`src/gdf_pkg.sv`:
```
`default_nettype none
package gdf_pkg;
    localparam int ADDR_W = 8;
    localparam int DATA_W = 32;
    localparam logic [7:0] GDF_OFS = 8'hE0;
    localparam logic [7:0] CFS_OFS = 8'hE2;
    localparam logic [31:0] GDF_RESET = 32'h00000000;
    localparam logic [31:0] RD_IDLE = 32'h00000000;
    // Bit positions inside the gate driver fault register.
    localparam int BIT_SUMMARY = 31;
    localparam int BIT_BUCK_ANY = 30;
    localparam int BIT_OVERCUR_ANY = 28;
    localparam int BIT_SUPPLY_HIGH = 26;
    localparam int BIT_THERM_ANY = 25;
    localparam int BIT_THERM_WARN = 23;
    localparam int BIT_THERM_SHUT = 22;
    localparam int BIT_PHC_HIGH = 21;
    localparam int BIT_PHC_LOW = 20;
    localparam int BIT_PHB_HIGH = 19;
    localparam int BIT_PHB_LOW = 18;
    localparam int BIT_PHA_HIGH = 17;
    localparam int BIT_PHA_LOW = 16;
    localparam int BIT_OTP_ERR = 14;
    localparam int BIT_BUCK_OVERCUR = 13;
    localparam int BIT_BUCK_UNDERV = 12;
    localparam int BIT_PUMP_UNDERV = 11;
    // Bits that may ever read as one; all others are reserved.
    localparam logic [31:0] GDF_USED_MASK = 32'hD6FF7800;
    // Index of each latched detector inside the flag vector.
    localparam int NUM_DET = 13;
    localparam int DET_SUPPLY_HIGH = 0;
    localparam int DET_THERM_WARN = 1;
    localparam int DET_THERM_SHUT = 2;
    localparam int DET_PHA_LOW = 3;
    localparam int DET_PHA_HIGH = 4;
    localparam int DET_PHB_LOW = 5;
    localparam int DET_PHB_HIGH = 6;
    localparam int DET_PHC_LOW = 7;
    localparam int DET_PHC_HIGH = 8;
    localparam int DET_OTP_ERR = 9;
    localparam int DET_BUCK_OVERCUR = 10;
    localparam int DET_BUCK_UNDERV = 11;
    localparam int DET_PUMP_UNDERV = 12;
    localparam logic [NUM_DET-1:0] FLAGS_RESET = 13'h0000;
endpackage : gdf_pkg
`default_nettype wire

```
`src/gdf_fault_bank.sv`:
```
`timescale 1ns/1ns
`default_nettype none
module gdf_fault_bank
    import gdf_pkg::*;
(
    input wire logic ref_clk, // 25 MHz clock.
    input wire logic reset, // Asynchronous, active high.
    input wire logic supply_overvoltage_det, // Motor supply overvoltage seen.
    input wire logic thermal_warning_det, // Overtemperature warning seen.
    input wire logic thermal_shutdown_det, // Overtemperature shutdown seen.
    input wire logic phase_a_low_side_oc_det, // Phase A low-side overcurrent.
    input wire logic phase_a_high_side_oc_det, // Phase A high-side overcurrent.
    input wire logic phase_b_low_side_oc_det, // Phase B low-side overcurrent.
    input wire logic phase_b_high_side_oc_det, // Phase B high-side overcurrent.
    input wire logic phase_c_low_side_oc_det, // Phase C low-side overcurrent.
    input wire logic phase_c_high_side_oc_det, // Phase C high-side overcurrent.
    input wire logic otp_error_det, // Programmable storage error seen.
    input wire logic buck_overcurrent_det, // Buck regulator overcurrent.
    input wire logic buck_undervoltage_det, // Buck regulator undervoltage.
    input wire logic charge_pump_undervoltage_det, // Charge pump undervoltage.
    input wire logic fault_clear, // One-cycle pulse clearing all flags except those detected in the same cycle.
    input wire logic [31:0] controller_fault_flags, // Controller status, read at E2h.
    input wire logic rd_en, // Read request for one cycle.
    input wire logic [ADDR_W-1:0] rd_addr, // Register offset of the read.
    output logic [DATA_W-1:0] rd_data, // Read data, valid with rd_valid.
    output logic rd_valid, // One-cycle pulse with read data.
    output logic rd_error, // Read hit a reserved offset.
    output logic driver_fault // Registered summary bit.
);

    logic [NUM_DET-1:0] det;
    logic [NUM_DET-1:0] flag_r;
    logic [NUM_DET-1:0] flag_nxt;
    logic [31:0] gdf_image;
    logic [DATA_W-1:0] rd_data_r;
    logic [DATA_W-1:0] rd_data_nxt;
    logic rd_valid_r;
    logic rd_error_r;
    logic rd_error_nxt;
    logic driver_fault_r;
    wire hit_gdf;
    wire hit_cfs;
    wire any_flag;
    wire overcur_any;
    wire buck_any;
    wire therm_any;

    assign det[DET_SUPPLY_HIGH] = supply_overvoltage_det;
    assign det[DET_THERM_WARN] = thermal_warning_det;
    assign det[DET_THERM_SHUT] = thermal_shutdown_det;
    assign det[DET_PHA_LOW] = phase_a_low_side_oc_det;
    assign det[DET_PHA_HIGH] = phase_a_high_side_oc_det;
    assign det[DET_PHB_LOW] = phase_b_low_side_oc_det;
    assign det[DET_PHB_HIGH] = phase_b_high_side_oc_det;
    assign det[DET_PHC_LOW] = phase_c_low_side_oc_det;
    assign det[DET_PHC_HIGH] = phase_c_high_side_oc_det;
    assign det[DET_OTP_ERR] = otp_error_det;
    assign det[DET_BUCK_OVERCUR] = buck_overcurrent_det;
    assign det[DET_BUCK_UNDERV] = buck_undervoltage_det;
    assign det[DET_PUMP_UNDERV] = charge_pump_undervoltage_det;

    // A detection in the clear cycle still sets its flag, so no event is lost.
    genvar gi;
    generate
        for (gi = 0; gi < NUM_DET; gi++)
        begin : g_flag
            assign flag_nxt[gi] = det[gi] | (flag_r[gi] & ~fault_clear);
        end
    endgenerate

    always_ff @(posedge ref_clk or posedge reset)
    begin
        if (reset)
            flag_r <= FLAGS_RESET;
        else
            flag_r <= flag_nxt;
    end

    // Summaries are formed from the latched flags, so they clear together.
    assign overcur_any = |flag_r[DET_PHC_HIGH:DET_PHA_LOW];
    assign buck_any = flag_r[DET_BUCK_OVERCUR] | flag_r[DET_BUCK_UNDERV];
    assign therm_any = flag_r[DET_THERM_WARN] | flag_r[DET_THERM_SHUT];
    assign any_flag = |flag_r;

    always_comb
    begin
        gdf_image = GDF_RESET;
        gdf_image[BIT_SUMMARY] = any_flag;
        gdf_image[BIT_BUCK_ANY] = buck_any;
        gdf_image[BIT_OVERCUR_ANY] = overcur_any;
        gdf_image[BIT_SUPPLY_HIGH] = flag_r[DET_SUPPLY_HIGH];
        gdf_image[BIT_THERM_ANY] = therm_any;
        gdf_image[BIT_THERM_WARN] = flag_r[DET_THERM_WARN];
        gdf_image[BIT_THERM_SHUT] = flag_r[DET_THERM_SHUT];
        gdf_image[BIT_PHC_HIGH] = flag_r[DET_PHC_HIGH];
        gdf_image[BIT_PHC_LOW] = flag_r[DET_PHC_LOW];
        gdf_image[BIT_PHB_HIGH] = flag_r[DET_PHB_HIGH];
        gdf_image[BIT_PHB_LOW] = flag_r[DET_PHB_LOW];
        gdf_image[BIT_PHA_HIGH] = flag_r[DET_PHA_HIGH];
        gdf_image[BIT_PHA_LOW] = flag_r[DET_PHA_LOW];
        gdf_image[BIT_OTP_ERR] = flag_r[DET_OTP_ERR];
        gdf_image[BIT_BUCK_OVERCUR] = flag_r[DET_BUCK_OVERCUR];
        gdf_image[BIT_BUCK_UNDERV] = flag_r[DET_BUCK_UNDERV];
        gdf_image[BIT_PUMP_UNDERV] = flag_r[DET_PUMP_UNDERV];
    end

    // There is no write path at all, so software cannot disturb any offset.
    assign hit_gdf = (rd_addr == GDF_OFS);
    assign hit_cfs = (rd_addr == CFS_OFS);
    assign rd_data_nxt = !rd_en ? RD_IDLE :
                         hit_gdf ? gdf_image :
                         hit_cfs ? controller_fault_flags : RD_IDLE;
    assign rd_error_nxt = rd_en & ~hit_gdf & ~hit_cfs;

    always_ff @(posedge ref_clk or posedge reset)
    begin
        if (reset)
        begin
            rd_data_r <= RD_IDLE;
            rd_valid_r <= 1'b0;
            rd_error_r <= 1'b0;
            driver_fault_r <= 1'b0;
        end
        else
        begin
            rd_data_r <= rd_data_nxt;
            rd_valid_r <= rd_en;
            rd_error_r <= rd_error_nxt;
            driver_fault_r <= any_flag;
        end
    end

    assign rd_data = rd_data_r;
    assign rd_valid = rd_valid_r;
    assign rd_error = rd_error_r;
    assign driver_fault = driver_fault_r;

    property p_summary;
        @(posedge ref_clk) disable iff (reset)
        gdf_image[BIT_SUMMARY] == |(gdf_image & GDF_USED_MASK & ~(32'h80000000));
    endproperty
    a_summary: assert property (p_summary)
        else $error("summary bit differs from OR of flags");

    property p_summary_out;
        @(posedge ref_clk) disable iff (reset)
        ##1 driver_fault == $past(any_flag);
    endproperty
    a_summary_out: assert property (p_summary_out)
        else $error("driver_fault does not follow flags");

    property p_buck;
        @(posedge ref_clk) disable iff (reset)
        (buck_overcurrent_det || buck_undervoltage_det) |=> gdf_image[BIT_BUCK_ANY];
    endproperty
    a_buck: assert property (p_buck)
        else $error("buck fault bit not set after detection");

    property p_ocp_any;
        @(posedge ref_clk) disable iff (reset)
        gdf_image[BIT_OVERCUR_ANY] == |gdf_image[BIT_PHC_HIGH:BIT_PHA_LOW];
    endproperty
    a_ocp_any: assert property (p_ocp_any)
        else $error("overcurrent summary differs from switch flags");

    property p_ovp;
        @(posedge ref_clk) disable iff (reset)
        supply_overvoltage_det |=> gdf_image[BIT_SUPPLY_HIGH];
    endproperty
    a_ovp: assert property (p_ovp)
        else $error("overvoltage bit not set after detection");

    property p_therm;
        @(posedge ref_clk) disable iff (reset)
        gdf_image[BIT_THERM_ANY] == (gdf_image[BIT_THERM_WARN] | gdf_image[BIT_THERM_SHUT]);
    endproperty
    a_therm: assert property (p_therm)
        else $error("thermal summary differs from warning or shutdown");

    property p_otw_ots;
        @(posedge ref_clk) disable iff (reset)
        (thermal_warning_det |=> gdf_image[BIT_THERM_WARN])
            and (thermal_shutdown_det |=> gdf_image[BIT_THERM_SHUT]);
    endproperty
    a_otw_ots: assert property (p_otw_ots)
        else $error("thermal bits not set after detection");

    property p_phase_c;
        @(posedge ref_clk) disable iff (reset)
        (phase_c_high_side_oc_det || phase_c_low_side_oc_det) |=>
            (gdf_image[BIT_PHC_HIGH] == $past(phase_c_high_side_oc_det) || $past(flag_r[DET_PHC_HIGH]))
            && (gdf_image[BIT_PHC_LOW] || !$past(phase_c_low_side_oc_det));
    endproperty
    a_phase_c: assert property (p_phase_c)
        else $error("phase C overcurrent bits wrong");

    property p_reserved;
        @(posedge ref_clk) disable iff (reset)
        (gdf_image & ~GDF_USED_MASK) == 32'h00000000;
    endproperty
    a_reserved: assert property (p_reserved)
        else $error("reserved bit reads as one");

    property p_read_gdf;
        @(posedge ref_clk) disable iff (reset)
        (rd_en && rd_addr == GDF_OFS) |=> rd_valid && !rd_error && rd_data == $past(gdf_image);
    endproperty
    a_read_gdf: assert property (p_read_gdf)
        else $error("read of fault register returned wrong data");

    property p_read_bad;
        @(posedge ref_clk) disable iff (reset)
        (rd_en && rd_addr != GDF_OFS && rd_addr != CFS_OFS) |=> rd_error && rd_data == RD_IDLE;
    endproperty
    a_read_bad: assert property (p_read_bad)
        else $error("reserved offset read not flagged");

    property p_phase_ab;
        @(posedge ref_clk) disable iff (reset)
        (phase_a_low_side_oc_det && phase_b_high_side_oc_det) |=>
            gdf_image[BIT_PHA_LOW] && gdf_image[BIT_PHB_HIGH] && gdf_image[BIT_OVERCUR_ANY];
    endproperty
    a_phase_ab: assert property (p_phase_ab)
        else $error("phase A or B overcurrent bit not set");

    property p_phase_ab_rest;
        @(posedge ref_clk) disable iff (reset)
        (phase_a_high_side_oc_det |=> gdf_image[BIT_PHA_HIGH])
            and (phase_b_low_side_oc_det |=> gdf_image[BIT_PHB_LOW]);
    endproperty
    a_phase_ab_rest: assert property (p_phase_ab_rest)
        else $error("phase A high or phase B low overcurrent bit not set");

    property p_buck_bits;
        @(posedge ref_clk) disable iff (reset)
        (buck_undervoltage_det |=> gdf_image[BIT_BUCK_UNDERV])
            and (buck_overcurrent_det |=> gdf_image[BIT_BUCK_OVERCUR]);
    endproperty
    a_buck_bits: assert property (p_buck_bits)
        else $error("buck undervoltage bit not set");

    property p_cp_otp;
        @(posedge ref_clk) disable iff (reset)
        (charge_pump_undervoltage_det |=> gdf_image[BIT_PUMP_UNDERV])
            and (otp_error_det |=> gdf_image[BIT_OTP_ERR]);
    endproperty
    a_cp_otp: assert property (p_cp_otp)
        else $error("charge pump or storage error bit not set");

    property p_hold;
        @(posedge ref_clk) disable iff (reset)
        (any_flag && !fault_clear) |=> any_flag [*1] ##0 ($past(flag_r) & ~flag_r) == FLAGS_RESET;
    endproperty
    a_hold: assert property (p_hold)
        else $error("flag dropped without a clear");

    property p_clear;
        @(posedge ref_clk) disable iff (reset)
        (fault_clear && det == FLAGS_RESET) |=> flag_r == FLAGS_RESET ##1 !driver_fault;
    endproperty
    a_clear: assert property (p_clear)
        else $error("flags survive a clear with no detection");

    // A detection in the clear cycle must still leave its flag set afterwards.
    property p_det_sets;
        @(posedge ref_clk) disable iff (reset)
        (det != FLAGS_RESET) |=> (flag_r & $past(det)) == $past(det);
    endproperty
    a_det_sets: assert property (p_det_sets)
        else $error("detection did not set its flag");

    property p_read_cfs;
        @(posedge ref_clk) disable iff (reset)
        (rd_en && rd_addr == CFS_OFS) |=> rd_valid && !rd_error && rd_data == $past(controller_fault_flags);
    endproperty
    a_read_cfs: assert property (p_read_cfs)
        else $error("read of controller register returned wrong data");

    // Read outputs stand for one cycle only, so a stale word is never taken twice.
    property p_read_idle;
        @(posedge ref_clk) disable iff (reset)
        !rd_en |=> !rd_valid && !rd_error && rd_data == RD_IDLE;
    endproperty
    a_read_idle: assert property (p_read_idle)
        else $error("read outputs stand without a request");

endmodule : gdf_fault_bank
`default_nettype wire

```
`config.mk`:
```
export PLATFORM = sky130hd
export DESIGN_NAME = gdf_fault_bank
export DESIGN_NICKNAME = d
export VERILOG_FILES = /design/src/gdf_pkg.sv /design/src/gdf_fault_bank.sv
export SDC_FILE = /design/constraint.sdc
export NUM_CORES = 1
export LEC_CHECK = 0
export ABC_CLOCK_PERIOD_IN_PS = 2300
export BUFFER_PORTS_ARGS = -buffer_cell sky130_fd_sc_hd__buf_2
export CAP_MARGIN = 20
export CORE_ASPECT_RATIO = 2
export CORE_MARGIN = 2
export CORE_UTILIZATION = 40
export CTS_BUF_LIST = sky130_fd_sc_hd__clkbuf_16
export CTS_CLUSTER_DIAMETER = 50
export DETAILED_ROUTE_END_ITERATION = 16
export GPL_ROUTABILITY_DRIVEN = 0
export GPL_TIMING_DRIVEN = 0
export PLACE_DENSITY = 0.72
export SETUP_SLACK_MARGIN = 0.05
export SYNTH_ARGS = -nofsm -noshare
export SYNTH_HDL_FRONTEND = slang
export SYNTH_SLANG_ARGS = --single-unit
export TNS_END_PERCENT = 5
```
`constraint.sdc`:
```
create_clock -name ref_clk -period 2.3 [get_ports ref_clk]
set_input_delay 0.575 -clock ref_clk [delete_from_list [all_inputs] [get_ports ref_clk]]
set_output_delay 0.575 -clock ref_clk [all_outputs]
set_load 0.02 [all_outputs]
```
# After elaboration in Yosys (flattened, before gate mapping)
# Cells that the tools add are included.
# op_classes
n_eq_ne	2
n_mux	3
n_bitwise	33
reduce_logical	2
# op_table
op	count
32-bit 2-to-1 mux	3
8-bit equality test, second input constant	2
1-bit bitwise AND	15
1-bit bitwise OR	15
13-bit OR reduction	1
6-bit OR reduction	1
1-bit NOT	3
# word_totals
ff_bits	48
output_inout_bits	35
wordCells	45

# Logic depth before layout (Yosys ltp)
# Gate-level depths: netlist of run 1.
# depth
ltp_word	4
ltp_mapped	4

# Least setup slack after synthesis of run 1
# Ideal clock, no wire load.
# synth_path
kind	input-to-reg
from	in rd_addr[4]
to	reg rd_data_r[10] (netlist: rd_data[10])
setup_time_ps	67
arrival_ps	1350
required_ps	2233
slack_ps	883
stages	4
cell_sequence	nand4b_4 -> and4bb_4 -> buf_6 -> and3_1
# synth_via
elab_chain_cells	4
# synth_rtl
element	line	text
start, declared	gdf_fault_bank.sv:24	input wire logic [ADDR_W-1:0] rd_addr,
8-bit equality test	gdf_fault_bank.sv:109	assign hit_cfs = (rd_addr == CFS_OFS);
32-bit 2-to-1 mux	gdf_fault_bank.sv:112	hit_cfs ? controller_fault_flags : RD_IDLE;
32-bit 2-to-1 mux *	gdf_fault_bank.sv:111	hit_gdf ? gdf_image :
32-bit 2-to-1 mux *	gdf_fault_bank.sv:110	assign rd_data_nxt = !rd_en ? RD_IDLE :
via rd_data_nxt[10]	gdf_fault_bank.sv:36	logic [DATA_W-1:0] rd_data_nxt;
end signal, assigned	gdf_fault_bank.sv:126	rd_data_r <= rd_data_nxt;
end, declared	gdf_fault_bank.sv:35	logic [DATA_W-1:0] rd_data_r;
# Mark *: on every way through the listed nets, which the timed path passes. The rest lies on a longest branch.

# Worst setup path after layout of run 1
# layout_path
from	reg flag_r[3]
to	reg rd_data_r[31] (netlist: rd_data[31])
# layout_via
elab_chain_cells	3
# layout_rtl
element	line	text
start, declared	gdf_fault_bank.sv:32	logic [NUM_DET-1:0] flag_r;
start signal, assigned	gdf_fault_bank.sv:76	flag_r <= flag_nxt;
13-bit OR reduction	gdf_fault_bank.sv:83	assign any_flag = |flag_r;
via any_flag	gdf_fault_bank.sv:43	wire any_flag;
32-bit 2-to-1 mux	gdf_fault_bank.sv:111	
32-bit 2-to-1 mux	gdf_fault_bank.sv:110	
via rd_data_nxt[31]	gdf_fault_bank.sv:36	
# The timed path passes the listed nets, and every way through them passes these cells.

==> results of run 1 <==
synth_stat cells (all sizes together):
master,number
a21o,13
and3,15
and4bb,1
buf,4
clkbuf,3
dfrtp,48
inv,3
mux2i,13
nand2b,1
nand3,1
nand4,1
nand4b,1
nand4bb,1
nor2,17
nor3,5
nor4,2
o211a,2
o41a,1
metrics by stage:
step	setup WS, ns	instances
after floorplan	0.581	132
after global placement	0.0371	276
after detailed placement	0.691	277
after CTS	0.819	285
after global routing	0.726	285
final	0.866	285
registers in the layout, summed over array words and instances, names as in the netlist:
signal        cells
rd_data          32
flag_r           13
driver_fault      1
rd_error          1
rd_valid          1
layer usage:
metal | vias to the layer above | wire length, um | global-route usage
met2 | 53 | 2370 | 0.310
met3 | 6 | 233 | 0.0470
met4 | 0 | 71 | 0.0789
met1 | 636 | 1220 | 0.154
li1 | 652 | - | -
met5 | - | 0 | 0
logic make-up (layout without fill, tap and decap cells):
group | count (synthesis) | in the layout
AO/OA/AOI/OAI | 16 | 16
buffers and inverters | 10 | 109
flip-flops | 48 | 48
multiplexers | 13 | 13
AND/OR/NAND/NOR | 45 | 45
area by class of cell:
type | instances | area (um2) | area share
clock inverters | 3 | 38.8 | 0.0155
clock buffers | 5 | 125 | 0.0500
repair buffers | 91 | 470 | 0.188
multi-input cells | 74 | 549 | 0.220
plain buffers | 7 | 37.5 | 0.0150
flip-flops and latches | 48 | 1200 | 0.480
well taps | 54 | 67.6 | 0.0270
inverters | 3 | 11.3 | 0.00450
where the power goes:
| group | total (mW) | switching, mW | internal [mW] |
|---|---|---|---|
| clock network | 0.779 | 0.273 | 0.506 |
| logic | 0.133 | 0.0648 | 0.0680 |
| registers | 0.877 | 0.0147 | 0.863 |
worst paths after layout:
kind | slack [ns] | endpoint | from
setup / recovery | 0.87 | rd_data[31] | flag_r[3]
hold / removal | 0.29 | rd_data[29] | reset
min in group ref_clk | 0.47 | flag_r[0] | supply_overvoltage_det
max in group asynchronous | 1.53 | rd_data[25] | reset
setup reg to reg | 0.87 | rd_data[31] | flag_r[3]
hold reg to reg | 0.50 | flag_r[4] | flag_r[4]
==> run_results.csv, run 1 <==
group,metric,value,unit
logic_synthesis,synth_top_area_share,0.668,
routing,first_iter_violations,13,
worst_hold_path,worstHoldPathType,"input pin to asynchronous set/reset pin",
sta,rsz0062_at_grt,"no",
setup_path,cp-end-kind,"flop",
logic_synthesis,synth.ff_latch_count,48,
cts,clockBufferDepth,2,
routing,wl_per_cell,13.7,um
logic_synthesis,synth_simple_gate_area_frac,0.161,
floorplan,dieWidth,51.4,um
sta,finalMaxSlewViolations,0,
logic_synthesis,yosysSeqAreaShare,0.668,
sta,fin_skew,0.00809,ns
routing,num_vias,1347,
power,peakVddDrop,670,uV
logic_synthesis,syn_area,1800,um2
logic_synthesis,synth_area_leader_cell,"dfrtp_1",
cts,cts-resized-gates,0,
logic_synthesis,synth_nets,189,
finish,drive_gt1_frac,0.494,
routing,wl,3900,um
sta,setup_violations,0,
floorplan,core_area,4340,um2
grt,grt_start_max_net_pins,30,
cts,path_clk_slew,0.06,ns
finish,fin_util,0.576,
setup_path,worst_path_largest_cell_delay,0.46,ns
cts,cts.sinks,48,
cts,hold_buffers,0,
sta,finalSetupTns,0,ns
setup_path,ff2ff_path_depth,3,
setup_path,path_class,"flop to flop",
routing,drt_first_pass_iters,4,
logic_synthesis,muxShareOfSynthArea,0.0723,
finish,area_growth,39.0,%
setup_path,crit_cells,3,
logic_synthesis,synth_xor_area_frac,0,
sta,max_freq,697,MHz
grt,grt_pass1_wl,6180,um
setup_path,start_kind,"flop",
cts,clockRootBuffer,"clkbuf_16",
routing,remaining_drc_errors,0,
logic_synthesis,synth_area_leaders,"dfrtp_1, mux2i_1, a21o_1",
logic_synthesis,synthDistinctLibCells,20,
floorplan,rows,34,
logic_synthesis,synth-compound-area-share,0.0723,
logic_synthesis,avgSynthCellArea,13.6,um2
logic_synthesis,synthAdderAreaFrac,0,
outcome,status,"completed",
floorplan,initial_core_util,0.415,
sta,relSlewSlack,0.658,
power,finalPower,1.79,mW
setup_path,crit_slowest_cell,"nor4_1",
finish,n_antenna_cell,0,
cts,cts_tree,"built",
grt,grt_overflow_total,0,
logic_synthesis,synth_top_family_by_area,"simple AND/OR/NAND/NOR gates",
job,drv_cap,0,
cts,cts_made_buffers,5,
floorplan,ios,92,
grt,antenna_found_initial,0,
placed_design,placed_cell_area,2340,um2
setup_path,cp_data_arrival_time,1.59,ns
routing,ant_nets,0,
setup_path,path_buf_inv,0,
placed_design,hpwl,3200,um
routing,vias_per_cell,4.73,
floorplan,chipHeight,98.8,um
sta,tightest_slew,0.513,ns
grt,grt_pass1_vias,1363,
logic_synthesis,synth_cells,132,
finish,final_area,2500,um2
cts,post-cts-setup-buffers,0,
setup_path,crit_chain,"nor4_1 -> nand4_1 -> o211a_1",
power,p_per_area,715,nW/um2
cts,clk_latency,0.28,ns
grt,grt_usage,0.165,
placed_design,io_buffers,90,
sta,whs,0.292,ns
logic_synthesis,yosysWarningCount,0,
cts,htreeDepth,2,
finish,final_common_cell,"buf_2",
finish,mostFrequentLayoutCells,"buf_2, dfrtp_1, nor2_1",
sta,hold_viol,0,
sta,post-route-min-period,1.43,ns
power,total_leakage_power,1.48,nW
setup_path,crit_family,"simple AND/OR/NAND/NOR gates",
sta,period_share,0.623,
finish,fill_cells,417,
floorplan,dieArea,5080,um2
setup_path,crit_fanout,3,
finish,nets,287,
setup_path,cp.required,2.46,ns
No activity file was read; power rests on OpenSTA's default activity.
==> inputs of run 2 (changes only) <==
--- a/config.mk
+++ b/config.mk
@@ -5,7 +5,7 @@
 export SDC_FILE = /design/constraint.sdc
 export NUM_CORES = 1
 export LEC_CHECK = 0
-export ABC_CLOCK_PERIOD_IN_PS = 2300
+export ABC_CLOCK_PERIOD_IN_PS = 1200
 export BUFFER_PORTS_ARGS = -buffer_cell sky130_fd_sc_hd__buf_2
 export CAP_MARGIN = 20
 export CORE_ASPECT_RATIO = 2
@@ -16,7 +16,7 @@
 export DETAILED_ROUTE_END_ITERATION = 16
 export GPL_ROUTABILITY_DRIVEN = 0
 export GPL_TIMING_DRIVEN = 0
-export PLACE_DENSITY = 0.72
+export PLACE_DENSITY = 0.75
 export SETUP_SLACK_MARGIN = 0.05
 export SYNTH_ARGS = -nofsm -noshare
 export SYNTH_HDL_FRONTEND = slang
==> constraint.sdc (replaced) <==
create_clock -name ref_clk -period 1.2 [get_ports ref_clk]
set_input_delay 0.3 -clock ref_clk [delete_from_list [all_inputs] [get_ports ref_clk]]
set_output_delay 0.3 -clock ref_clk [all_outputs]
set_load 0.02 [all_outputs]
==> run 2 against run 1 <==
Net effect: clock power up 63%; sequential share of layout area is 0.52 points lower; the flow now finishes with violations (hold timing, setup timing); design area is 1.1% higher.
==> run_results.csv, run 2 (synthesized netlist as in run 1, its figures left out) <==
group,metric,value,unit
cts,cts_made_buffers,5,
power,swShare,0.212,
job,drv_cap,0,
sta,post-route-min-period,1.27,ns
routing,wl,3970,um
setup_path,worst_path_largest_cell_delay,0.41,ns
routing,met1_length,1270,um
sta,max_freq,787,MHz
routing,first_iter_violations,8,
sta,relSlewSlack,0.670,
placed_design,hpwl,3110,um
cts,clockRootBuffer,"clkbuf_16",
setup_path,cp-end-kind,"flop",
sta,hold_viol,1,
grt,grt_pass1_vias,1388,
sta,finalSetupTns,-0.0710,ns
grt,grt_start_max_net_pins,49,
power,clkPwrFrac,0.394,
setup_path,start_kind,"flop",
setup_path,cp.required,1.36,ns
setup_path,path_class,"flop to flop",
power,finalPower,3.23,mW
finish,nets,291,
sta,period_share,1.06,
setup_path,crit_fanout,2,
grt,grt_pass1_wl,6220,um
floorplan,initial_core_util,0.415,
floorplan,ios,92,
cts,cts_tree,"built",
routing,ant_nets,0,
power,seq_power_share,0.522,
routing,maxUsedRoutingLayer,"met4",
cts,cts.sinks,48,
sta,setup_violations,1,
floorplan,dieWidth,51.4,um
power,p_switching,684,uW
cts,clockBufferDepth,2,
worst_hold_path,worstHoldPathType,"input pin to asynchronous set/reset pin",
sta,finalMaxSlewViolations,0,
grt,antenna_found_initial,0,
setup_path,cp_data_arrival_time,1.43,ns
sta,tightest_slew,0.494,ns
routing,wl_met3,251,um
floorplan,chipHeight,98.8,um
cts,path_clk_slew,0.06,ns
grt,grt_overflow_total,0,
finish,final_common_cell,"buf_2",
sta,fin_skew,0.00511,ns
cts,htreeDepth,2,
setup_path,crit_slowest_cell,"dfrtp_1",
routing,wl_per_cell,13.7,um
routing,remaining_drc_errors,0,
outcome,violations,"hold timing, setup timing",
floorplan,core_area,4340,um2
power,intPower,2.55,mW
sta,rsz0062_at_grt,"yes",
sta,worst_slack,-0.0710,ns
power,p_per_area,1280,nW/um2
power,total_leakage_power,1.49,nW
outcome,status,"complete, but fails checks",
sta,whs,-0.000149,ns
finish,largest_reg_flops,32,
routing,num_vias,1353,
routing,drt_first_pass_iters,4,
placed_design,io_buffers,90,
routing,wl_met2,2340,um
routing,vias_per_cell,4.68,
finish,mostFrequentLayoutCells,"buf_2, dfrtp_1, nor2_1",
finish,n_antenna_cell,0,
cts,clk_latency,0.28,ns
power,p_comb_frac,0.085,
floorplan,rows,34,
power,peakVddDrop,1070,uV
finish,drive_gt1_frac,0.502,
floorplan,dieArea,5080,um2
setup_path,crit_chain,"nor4_4 -> nand4_1 -> o211a_1",
finish,area_growth,40.5,%
grt,grt_usage,0.167,
## run 2: worst max-delay path: cells and delay by family (launching register included)
kind,cells,cell delay (ns)
AO/OA/AOI/OAI,1,0.24
flip-flops,1,0.41
AND/OR/NAND/NOR,2,0.51
## run 2: final cells by class
class	instances	area (um2)
plain buffers	7	37.5
flip-flops and latches	48	1200
well taps	54	67.6
clock inverters	3	11.3
clock buffers	5	125
multi-input cells	74	571
fillers	398	1810
inverters	3	15.0
repair buffers	95	500
## run 2: power groups by stage
| stage | clock network [mW] | registers [mW] | logic (mW) |
|---|---|---|---|
| floorplan | 0 | 1.71 | 0.120 |
| global placement | 0 | 1.71 | 0.248 |
| detailed placement | 0 | 1.71 | 0.253 |
| CTS | 1.31 | 1.68 | 0.267 |
| global route | 1.37 | 1.69 | 0.307 |
| finish | 1.27 | 1.68 | 0.274 |
## run 2: through the flow
| step | std cells | utilization | cell area (um2) | setup WS [ns] |
|---|---|---|---|---|
| after floorplan | 132 | - | 1800 | 0.0311 |
| after global placement | 276 | 0.535 | 2320 | -0.271 |
| after detailed placement | 276 | 0.535 | 2320 | -0.262 |
| after CTS | 287 | 0.576 | 2500 | -0.0673 |
| after global routing | 289 | 0.583 | 2530 | -0.152 |
| final | 289 | 0.583 | 2530 | -0.0710 |
## run 2: final timing paths
path | from | to | slack, ns | cells past startpoint
max | flag_r[3] | rd_data[31] | -0.07 | 3
min | reset | rd_valid | -0.0001 | 2
max reg2reg | flag_r[3] | rd_data[31] | -0.07 | 3
min reg2reg | flag_r[0] | flag_r[0] | 0.50 | 1
max in group asynchronous | reset | rd_data[20] | 0.74 | 3
min in group ref_clk | buck_overcurrent_det | flag_r[10] | 0.19 | 2
## run 2: metal layers
metal  vias to the layer above  global-route usage
met5                         -                   0
met4                         0              0.0709
met3                        10              0.0409
li1                        661                   -
met2                        59               0.318
met1                       623               0.161
## run 2: what timing repair did
action                                  4_1_cts  5_1_grt
gates resized for setup                       3        0
hold buffers                                  0        0
pin swaps                                     3        2
buffers inserted                              3        1
endpoints found under the setup margin        3        1
